==> config.mk <==
export PLATFORM = sky130hd
export DESIGN_NAME = trng_top
export DESIGN_NICKNAME = d
export VERILOG_FILES = /design/src/hdl/trng_pkg.sv /design/src/hdl/trng_top.sv
export SDC_FILE = /design/constraint.sdc
export NUM_CORES = 1
export LEC_CHECK = 0
export CORE_ASPECT_RATIO = 1.2
export CORE_MARGIN = 2
export CORE_UTILIZATION = 30
export CTS_CLUSTER_SIZE = 16
export DETAILED_ROUTE_END_ITERATION = 10
export DONT_BUFFER_PORTS = 1
export PLACE_DENSITY_LB_ADDON = 0.25
export SYNTH_ARGS = -nofsm -noshare
export SYNTH_HDL_FRONTEND = slang
export SYNTH_SLANG_ARGS = --single-unit
==> constraint.sdc <==
create_clock -name ref_clk -period 6.1 [get_ports ref_clk]
set_input_delay 1.22 -clock ref_clk [delete_from_list [all_inputs] [get_ports ref_clk]]
set_output_delay 1.22 -clock ref_clk [all_outputs]
set_load 0.01 [all_outputs]
==> src/hdl/trng_pkg.sv <==
// Notes on behaviour
// - start task at 0x000 begins generation, stop task at 0x004 ends it.
// - while running, bytes are produced continuously with no seed needed.
// - each completed byte is placed in the output register at 0x508.
// - value-ready event raised exactly once per byte written.
// - next byte overwrites output; software must read before next event.
// - bias correction removes tendency toward ones or zeros.
// - bits shift into an eight-bit holding register, presented in parallel.
// - config bit 0 at 0x504 enables bias correction, resets to 0.
// - bias correction slows production but gives uniform values.
// - byte interval is variable, never assumed constant.
// - event register 0x100 bit 0 is value-ready flag, resets 0.
// - shortcut bit 0 at 0x200 makes each ready event trigger stop.
// - writing 1 to 0x308 bit 0 clears irq enable; read shows enable.
// - start-up delay of typically 128 us after each start.
// - without correction a byte takes about 30 us typically.
// - with correction a byte takes about 120 us, no upper bound.
package trng_pkg;
    localparam logic [11:0] OFS_START = 12'h000;
    localparam logic [11:0] OFS_STOP = 12'h004;
    localparam logic [11:0] OFS_EVENT = 12'h100;
    localparam logic [11:0] OFS_EVENT_TASK_SHORTCUTS = 12'h200;
    localparam logic [11:0] OFS_INTSET = 12'h304;
    localparam logic [11:0] OFS_INTCLR = 12'h308;
    localparam logic [11:0] OFS_CONFIG = 12'h504;
    localparam logic [11:0] OFS_VALUE = 12'h508;
    localparam int BIT_FLAG = 0;
    localparam logic RST_BIT = 1'b0;
    localparam logic [7:0] RST_BYTE = 8'h00;
    localparam int CLK_MHZ = 125;
    localparam int STARTUP_US = 128;
    localparam int RAW_US = 30;
    localparam int BC_US = 120;
    localparam int STARTUP_CYC = STARTUP_US * CLK_MHZ;
    // pace per raw bit, eight bits to a byte
    localparam int RAW_BIT_CYC = RAW_US * CLK_MHZ / 8;
    // correction consumes about four raw bits per output bit
    localparam int BC_PAIR_CYC = BC_US * CLK_MHZ / 32;

    typedef enum logic [2:0] {
        ST_IDLE = 3'b001,
        ST_WARM = 3'b010,
        ST_RUN = 3'b100
    } trng_state_e;

    typedef struct packed {
        logic [11:0] addr;
        logic wr;
        logic rd;
        logic [31:0] wdata;
    } trng_bus_s;
endpackage

==> src/hdl/trng_top.sv <==
`timescale 1ns/1ps
module trng_top
    import trng_pkg::*;
#(
    parameter int STARTUP_CYCLES = STARTUP_CYC, // start-up delay in cycles
    parameter int RAW_CYCLES = RAW_BIT_CYC, // cycles per raw bit
    parameter int BC_CYCLES = BC_PAIR_CYC // cycles per corrected pair bit
) (
    input wire logic ref_clk, // 125 MHz clock
    input wire logic rstn, // sync reset, active low
    input wire logic psel, // apb select
    input wire logic penable, // apb enable
    input wire logic pwrite, // apb direction
    input wire logic [31:0] paddr, // apb address
    input wire logic [31:0] pwdata, // apb write data
    output logic [31:0] prdata, // apb read data
    output logic pready, // apb ready
    output logic pslverr, // apb error
    input wire logic noiseBit, // raw noise bit, async
    input wire logic noiseValid, // noise bit strobe, async
    output logic irq // interrupt level
);

    ////////////////////////////////////////////////////////////////////////
    // bus decode
    trng_bus_s bus;
    logic access;
    logic wrStart, wrStop, wrEvent, wrShorts, wrSet, wrClr, wrCfg;
    logic mapped;
    assign access = psel && penable;
    assign bus.addr = paddr[11:0];
    assign bus.wr = access && pwrite;
    assign bus.rd = access && !pwrite;
    assign bus.wdata = pwdata;
    assign mapped = (paddr[31:12] == 20'h00000) && (bus.addr == OFS_START
        || bus.addr == OFS_STOP || bus.addr == OFS_EVENT || bus.addr == OFS_EVENT_TASK_SHORTCUTS
        || bus.addr == OFS_INTSET || bus.addr == OFS_INTCLR
        || bus.addr == OFS_CONFIG || bus.addr == OFS_VALUE);
    assign wrStart = bus.wr && bus.addr == OFS_START && bus.wdata[BIT_FLAG];
    assign wrStop = bus.wr && bus.addr == OFS_STOP && bus.wdata[BIT_FLAG];
    assign wrEvent = bus.wr && bus.addr == OFS_EVENT;
    assign wrShorts = bus.wr && bus.addr == OFS_EVENT_TASK_SHORTCUTS;
    assign wrSet = bus.wr && bus.addr == OFS_INTSET && bus.wdata[BIT_FLAG];
    assign wrClr = bus.wr && bus.addr == OFS_INTCLR && bus.wdata[BIT_FLAG];
    assign wrCfg = bus.wr && bus.addr == OFS_CONFIG;

    ////////////////////////////////////////////////////////////////////////
    // noise input synchroniser
    logic [1:0] bitSync_q, vldSync_q;
    logic vldOld_q;
    logic noiseStrobe;
    always_ff @(posedge ref_clk)
    begin
        if (!rstn)
        begin
            bitSync_q <= 2'b00;
            vldSync_q <= 2'b00;
            vldOld_q <= 1'b0;
        end
        else
        begin
            bitSync_q <= {bitSync_q[0], noiseBit};
            vldSync_q <= {vldSync_q[0], noiseValid};
            vldOld_q <= vldSync_q[1];
        end
    end
    assign noiseStrobe = vldSync_q[1] && !vldOld_q;

    ////////////////////////////////////////////////////////////////////////
    // registers
    trng_state_e state_q, state_d;
    logic flag_q, short_q, ien_q, bcEn_q, irq_q;
    logic [7:0] value_q, shift_q;
    logic [2:0] bitCnt_q;
    logic [31:0] timer_q;
    logic [31:0] prdata_q;
    logic pready_q, pslverr_q;
    logic pairHave_q, pairFirst_q;
    logic byteDone;
    logic stopNow;

    // raw pacing: a bit is taken when the timer expires and a noise strobe comes
    logic paceDone;
    logic [31:0] paceLimit;
    assign paceLimit = bcEn_q ? BC_CYCLES : RAW_CYCLES;
    assign paceDone = timer_q >= paceLimit - 1;

    // bias correction: von neumann pairs, 01 -> 0, 10 -> 1, equal pairs dropped
    logic rawTake, outBit, outValid;
    assign rawTake = (state_q == ST_RUN) && paceDone && noiseStrobe;
    assign outValid = rawTake && (!bcEn_q || (pairHave_q && pairFirst_q != bitSync_q[1]));
    assign outBit = bcEn_q ? pairFirst_q : bitSync_q[1];
    assign byteDone = outValid && bitCnt_q == 3'd7;
    assign stopNow = wrStop || (byteDone && short_q);

    always_comb
    begin
        state_d = state_q;
        unique case (state_q)
            ST_IDLE:
                if (wrStart)
                    state_d = ST_WARM;
            ST_WARM:
                if (stopNow)
                    state_d = ST_IDLE;
                else if (timer_q >= STARTUP_CYCLES - 1)
                    state_d = ST_RUN;
            ST_RUN:
                if (stopNow)
                    state_d = ST_IDLE;
            default:
                state_d = ST_IDLE;
        endcase
    end

    always_ff @(posedge ref_clk)
    begin
        if (!rstn)
        begin
            state_q <= ST_IDLE;
            timer_q <= 32'h00000000;
        end
        else
        begin
            state_q <= state_d;
            if (state_q != state_d || rawTake || state_q == ST_IDLE)
                timer_q <= 32'h00000000;
            else if (!(state_q == ST_RUN && paceDone))
                timer_q <= timer_q + 32'h00000001;
        end
    end

    // byte assembly
    always_ff @(posedge ref_clk)
    begin
        if (!rstn)
        begin
            shift_q <= RST_BYTE;
            bitCnt_q <= 3'd0;
            value_q <= RST_BYTE;
            pairHave_q <= 1'b0;
            pairFirst_q <= 1'b0;
        end
        else if (state_q != ST_RUN || stopNow)
        begin
            shift_q <= RST_BYTE;
            bitCnt_q <= 3'd0;
            pairHave_q <= 1'b0;
            if (byteDone)
                value_q <= {shift_q[6:0], outBit};
        end
        else
        begin
            if (rawTake)
            begin
                pairHave_q <= bcEn_q ? !pairHave_q : 1'b0;
                pairFirst_q <= bitSync_q[1];
            end
            if (outValid)
            begin
                shift_q <= {shift_q[6:0], outBit};
                bitCnt_q <= bitCnt_q + 3'd1;
            end
            if (byteDone)
                value_q <= {shift_q[6:0], outBit};
        end
    end

    // control and event registers
    always_ff @(posedge ref_clk)
    begin
        if (!rstn)
        begin
            flag_q <= RST_BIT;
            short_q <= RST_BIT;
            ien_q <= RST_BIT;
            bcEn_q <= RST_BIT;
            irq_q <= 1'b0;
        end
        else
        begin
            if (byteDone)
                flag_q <= 1'b1;
            else if (wrEvent)
                flag_q <= bus.wdata[BIT_FLAG];
            if (wrShorts)
                short_q <= bus.wdata[BIT_FLAG];
            if (wrSet)
                ien_q <= 1'b1;
            else if (wrClr)
                ien_q <= 1'b0;
            if (wrCfg)
                bcEn_q <= bus.wdata[BIT_FLAG];
            irq_q <= flag_q && ien_q;
        end
    end

    ////////////////////////////////////////////////////////////////////////
    // read mux and apb answer, no wait states
    logic [31:0] rdMux;
    assign rdMux = (bus.addr == OFS_EVENT) ? {31'h0, flag_q} :
        (bus.addr == OFS_EVENT_TASK_SHORTCUTS) ? {31'h0, short_q} :
        (bus.addr == OFS_INTSET || bus.addr == OFS_INTCLR) ? {31'h0, ien_q} :
        (bus.addr == OFS_CONFIG) ? {31'h0, bcEn_q} :
        (bus.addr == OFS_VALUE) ? {24'h0, value_q} : 32'h00000000;

    always_ff @(posedge ref_clk)
    begin
        if (!rstn)
        begin
            prdata_q <= 32'h00000000;
            pready_q <= 1'b0;
            pslverr_q <= 1'b0;
        end
        else
        begin
            pready_q <= psel && !penable;
            pslverr_q <= psel && !penable && !mapped;
            prdata_q <= (psel && !penable && !pwrite) ? rdMux : 32'h00000000;
        end
    end

    assign prdata = prdata_q;
    assign pready = pready_q;
    assign pslverr = pslverr_q;
    assign irq = irq_q;

    ////////////////////////////////////////////////////////////////////////
    // checks
    a_flag_on_byte: assert property (@(posedge ref_clk) disable iff (!rstn)
        byteDone |=> flag_q)
        else $error("ready flag not set after byte");

    a_value_loads: assert property (@(posedge ref_clk) disable iff (!rstn)
        byteDone |=> value_q == $past({shift_q[6:0], outBit}))
        else $error("value not loaded");

    a_value_holds: assert property (@(posedge ref_clk) disable iff (!rstn)
        !byteDone |=> $stable(value_q))
        else $error("value changed without byte");

    a_short_stops: assert property (@(posedge ref_clk) disable iff (!rstn)
        byteDone && short_q |=> state_q == ST_IDLE)
        else $error("shortcut ignored");

    a_stop_idle: assert property (@(posedge ref_clk) disable iff (!rstn)
        wrStop |=> state_q == ST_IDLE)
        else $error("stop ignored");

    a_irq_level: assert property (@(posedge ref_clk) disable iff (!rstn)
        irq_q == $past(flag_q && ien_q))
        else $error("irq mismatch");

    a_ien_set_clr: assert property (@(posedge ref_clk) disable iff (!rstn)
        (wrSet |=> ien_q) and (wrClr && !wrSet |=> !ien_q))
        else $error("irq enable mismatch");

    a_warm_delay: assert property (@(posedge ref_clk) disable iff (!rstn)
        state_q == ST_WARM && timer_q < STARTUP_CYCLES - 1 && !stopNow |=> state_q == ST_WARM)
        else $error("start-up delay cut short");

    a_cfg_bit: assert property (@(posedge ref_clk) disable iff (!rstn)
        wrCfg |=> bcEn_q == $past(bus.wdata[BIT_FLAG]))
        else $error("config bit");

    a_no_bits_idle: assert property (@(posedge ref_clk) disable iff (!rstn)
        state_q != ST_RUN |-> !outValid)
        else $error("bits while stopped");

    a_start_warms: assert property (@(posedge ref_clk) disable iff (!rstn)
        state_q == ST_IDLE && wrStart |=> state_q == ST_WARM)
        else $error("start ignored");

    a_idle_holds: assert property (@(posedge ref_clk) disable iff (!rstn)
        state_q == ST_IDLE && !wrStart |=> state_q == ST_IDLE)
        else $error("left idle without start");

    a_state_onehot: assert property (@(posedge ref_clk) disable iff (!rstn)
        $onehot(state_q))
        else $error("state code not one-hot");

    a_warm_to_run: assert property (@(posedge ref_clk) disable iff (!rstn)
        state_q == ST_WARM && timer_q >= STARTUP_CYCLES - 1 && !stopNow |=> state_q == ST_RUN)
        else $error("start-up delay overrun");

    a_warm_no_bits: assert property (@(posedge ref_clk) disable iff (!rstn)
        state_q == ST_WARM |-> !rawTake)
        else $error("bit taken during start-up");

    a_run_holds: assert property (@(posedge ref_clk) disable iff (!rstn)
        state_q == ST_RUN && !stopNow |=> state_q == ST_RUN)
        else $error("generation stopped on its own");

    a_partial_drop: assert property (@(posedge ref_clk) disable iff (!rstn)
        state_q == ST_RUN && stopNow |=> bitCnt_q == 3'd0 && shift_q == RST_BYTE)
        else $error("partial byte kept after stop");

    a_value_idle: assert property (@(posedge ref_clk) disable iff (!rstn)
        state_q != ST_RUN |=> $stable(value_q))
        else $error("value changed while stopped");

    a_flag_clear: assert property (@(posedge ref_clk) disable iff (!rstn)
        wrEvent && !bus.wdata[BIT_FLAG] && !byteDone |=> !flag_q)
        else $error("ready flag not cleared");

    a_flag_set_wins: assert property (@(posedge ref_clk) disable iff (!rstn)
        byteDone && wrEvent |=> flag_q)
        else $error("clear beat a new byte");

    a_flag_sticky: assert property (@(posedge ref_clk) disable iff (!rstn)
        flag_q && !wrEvent |=> flag_q)
        else $error("ready flag dropped");

    a_flag_quiet: assert property (@(posedge ref_clk) disable iff (!rstn)
        !flag_q && !byteDone && !(wrEvent && bus.wdata[BIT_FLAG]) |=> !flag_q)
        else $error("ready flag without byte");

    a_short_reg: assert property (@(posedge ref_clk) disable iff (!rstn)
        wrShorts |=> short_q == $past(bus.wdata[BIT_FLAG]))
        else $error("shortcut bit");

    a_short_off: assert property (@(posedge ref_clk) disable iff (!rstn)
        byteDone && !short_q && !wrStop |=> state_q == ST_RUN)
        else $error("stopped without shortcut");

    a_ien_hold: assert property (@(posedge ref_clk) disable iff (!rstn)
        !wrSet && !wrClr |=> $stable(ien_q))
        else $error("irq enable changed unasked");

    a_irq_on: assert property (@(posedge ref_clk) disable iff (!rstn)
        flag_q && ien_q |=> irq_q)
        else $error("irq missing");

    a_irq_masked: assert property (@(posedge ref_clk) disable iff (!rstn)
        !ien_q |=> !irq_q)
        else $error("irq while disabled");

    a_cfg_hold: assert property (@(posedge ref_clk) disable iff (!rstn)
        !wrCfg |=> $stable(bcEn_q))
        else $error("config changed unasked");

    a_bit_count: assert property (@(posedge ref_clk) disable iff (!rstn)
        outValid && !stopNow |=> bitCnt_q == $past(bitCnt_q) + 3'd1)
        else $error("bit count");

    a_shift_in: assert property (@(posedge ref_clk) disable iff (!rstn)
        outValid && !stopNow |=> shift_q == $past({shift_q[6:0], outBit}))
        else $error("holding register shift");

    a_bc_drop_equal: assert property (@(posedge ref_clk) disable iff (!rstn)
        rawTake && bcEn_q && pairHave_q && pairFirst_q == bitSync_q[1] |-> !outValid)
        else $error("equal pair not dropped");

    a_pace_wait: assert property (@(posedge ref_clk) disable iff (!rstn)
        state_q == ST_RUN && timer_q < paceLimit - 1 |-> !outValid)
        else $error("bit taken before pace");

    a_timer_clear: assert property (@(posedge ref_clk) disable iff (!rstn)
        rawTake |=> timer_q == 32'h00000000)
        else $error("pace timer not restarted");

    a_value_read: assert property (@(posedge ref_clk) disable iff (!rstn)
        psel && !penable && !pwrite && bus.addr == OFS_VALUE |=> prdata_q == {24'h0, $past(value_q)})
        else $error("value read data");

    a_event_read: assert property (@(posedge ref_clk) disable iff (!rstn)
        psel && !penable && !pwrite && bus.addr == OFS_EVENT |=> prdata_q == {31'h0, $past(flag_q)})
        else $error("event read data");

endmodule

==> implementation parameters <==
Parameter                              Value

Route
  WL/cell    around 15 µm
  Initial DRT Pass Iterations    4
  Count of nets left with antenna violations after detail routing    0
  Wirelength, routed    between 8000 and 9000 µm
  Residual DRC count    0
  Total vias in the final route    3,064
  Post-DR vias/cell    around 5.2
  Initial drt markers    between 150 and 200

Placement
  Number of port buffers    0
  Last weighted congestion value of the routability-driven placer    0.8234
  DPL Wire Length    5844 µm
  DP Cell Count    574

Critical path
  Worst Path Arrival    3690 ps
  Endpoint of the lowest-slack register-to-register path    timer_q[20]
  Worst Setup Start Kind    input port
  Crit path capture type    register
  Critical path required time    6330 ps
  Maximum net fanout on the critical path    32
  FF-to-FF path depth    7
  Highest cell delay on the worst timing path    650 ps
  Max stage delay cell, worst path    nor4_1
  Top Family by Delay on Critical Path    compound AO/OA/AOI/OAI gates
  Cells along the critical path    nor4_1, nor4b_2, a211o_1, a21oi_2, a21o_1, a221oi_1
  Buffers plus inverters on the worst setup path    0
  Beginning of the worst register-to-register path    state_q[2]
  Reg-to-reg slack, setup    3080 ps
  Type of the worst setup path    input port to register

CTS
  Master cell of the clock root buffer    clkbuf_16
  Insertion delay to the later sink of the worst-skew pair    about 330 ps
  Buffer levels on the longest clock path    2
  Clock sinks    75
  Buffer count from post-CTS setup fixing    0
  Number of buffers created by CTS    9
  Number of hold buffers added after cts    0
  TritonCTS clock tree    built
  Post-cts sizing count    0
  H-Tree Level Count    3
  Clock-pin slew on the worst setup and hold paths    60 ps

Finish
  Area of combinational cells with multiple inputs    2113 µm²
  Share of post-route cells with drive strength above 1    between 7 and 8%
  Antenna fix cells    0
  Final non-filler cell total    590
  Number of nets in the final layout    495
  Register area    1501 µm²
  Filler cells    1,312
  Area growth from synthesis to final layout    9.826%

Timing
  Final min period    3468 ps
  Final-report max-slew violation count    0
  Worst max-slew margin expressed relative to the limit    24.21%
  Setup repair after global routing missed its margin    no
  Slew @ Worst Pin    ~1100 ps
  Max Clock Skew    6.974 ps
  Setup TNS after final layout    0 ps
  Final Cycle Share    56.86%
  Hold Fails Final Rpt    0
  Maximum frequency from static timing analysis    288.3 MHz
  Total setup violations reported at the end of the flow    0
  Smallest hold slack    between 400 and 500 ps

Worst hold path
  Number of cells on the worst hold path    1
  HP Class    register to register
  Min-Delay Endpoint    vldSync_q[1]
  Worst Min Path Start    vldSync_q[0]

Synthesis
  Post-synth top area cell    dfxtp_1
  Top cells by area in the synthesized netlist    dfxtp_1 (39%), a211oi_1 (7.1%), xnor2_1 (5.3%)
  Register bit count reported by yosys    75
  Warnings, synthesis    0
  Most repeated cell in the gate-level netlist after synthesis    dfxtp_1
  Post-Synthesis Mean Instance Area    8.884 µm²
  Async set-reset flop share out of synthesis    0%
  Commonest register cell after synthesis    dfxtp_1
  Synth cell types    52
  Post-Synthesis Cell Area    3820 µm²
  Number of enable-type register cells in the synthesized netlist    0
  Register area share after synthesis    39.31%
  Area share of the largest cell type after synthesis    39.31%
  Cell types with the highest counts after synthesis    dfxtp_1 (75), a211oi_1 (36), nand2_1 (28)
  Cells after Synth    430

Global route
  Vias in the first global route    ~3,000
  Final global-route overflow total    0
  Global-route wire length before repair    14,330 µm
  Maximum number of pins on one net before global-route repair    33
  GRT Overall Usage    12.88%
  Number of antenna violations at the first check in global routing    0

Die
  Core Area    12,560 µm²
  Overall die width    between 100 and 150 µm
  Die area    13,660 µm²
  Number of placement rows    45
  Die height    127.6 µm
  Top-level port count    around 110
  Starting utilization of the core area    between 30% and 40%

Power
  Peak supply drop    0.0001875 V
  Static Leak    about 1.3 nW
  Power per Cell Area    251.5 nW/µm²

Run
  Max-cap check violation count    0

Outcome
  Status    finished, final reports clean
-- routing by layer --
metal / wire length, µm / vias up / GRT usage [%]
met4: 127 / 0 / 4.354
li1: - / 1521 / -
met2: 4228 / 64 / 21.51
met1: 3929 / 1466 / 16.07
met3: 301 / 13 / 3.367
met5: 0 / - / 0
-- how the worst max path moves through the flow --
stage | depth (start not counted) | end | from | slack [ps]
final | 6 | timer_q[20] | paddr[1] | 2630
after global routing | 6 | timer_q[26] | paddr[1] | 2400
after floorplan | 7 | timer_q[1] | paddr[1] | 2950
after detailed placement | 6 | timer_q[28] | paddr[1] | 2300
after global placement | 6 | timer_q[16] | paddr[1] | 2340
after CTS | 6 | timer_q[20] | paddr[1] | 2620
-- cell usage in the layout (no fill, tap or decap), drive strengths merged, types with 13 or more instances in the layout --
| master | Yosys | layout |
|---|---|---|
| and2 | 16 | 16 |
| conb | 1 | 24 |
| dfxtp | 75 | 75 |
| nand3 | 18 | 18 |
| xnor2 | 23 | 23 |
| mux2i | 18 | 18 |
| nand2 | 28 | 28 |
| a21oi | 13 | 13 |
| a211oi | 36 | 36 |
| nor2 | 27 | 27 |
-- per-stage QoR --
stage | power (mW) | setup slack (ps) | util, % | instance area [µm²]
after floorplan | 0.5307 | 2954 | - | 3906
after CTS | 1.066 | 2615 | 33.41 | 4195
after global placement | 0.5206 | 2338 | 30.93 | 3884
after detailed placement | 0.5206 | 2304 | 30.93 | 3884
after global routing | 1.092 | 2398 | 33.41 | 4195
final | 1.055 | 2632 | 33.41 | 4195
-- report_power, final --
group	switching [mW]	total [mW]	internal, mW
logic	0.0124	0.0173	0.00494
registers	0.000946	0.493	0.492
clock network	0.214	0.545	0.331
total	0.227	1.05	0.828
-- area by class of cell --
type	instances	area share [%]
Clock inverter	6	1.730
Multi-Input combinational cell	321	50.37
Sequential cell	75	35.79
Clock buffer	10	5.696
Timing Repair Buffer	3	0.5368
Inverter	11	0.9842
Tap cell	164	4.891
-- kinds of logic after synthesis --
family          after synthesis  synth area share (%)
simple gates                156                 22.76
compound gates               93                 17.79
flops                        75                 39.31
buf+inv                      57                 8.090
xor+xnor                     26                 5.961
mux                          19                 5.011
fa+ha+maj                     3                0.9827
other cells                   1               0.09817
-- state kept, by name, indices dropped and copies added (netlist names), 2 cells and up --
register   count
bitCnt_q       3
bitSync_q      2
prdata         8
shift_q        7
state_q        3
timer_q       32
value_q        8
vldSync_q      2
Note: power is estimated with default switching activity, not from simulation.
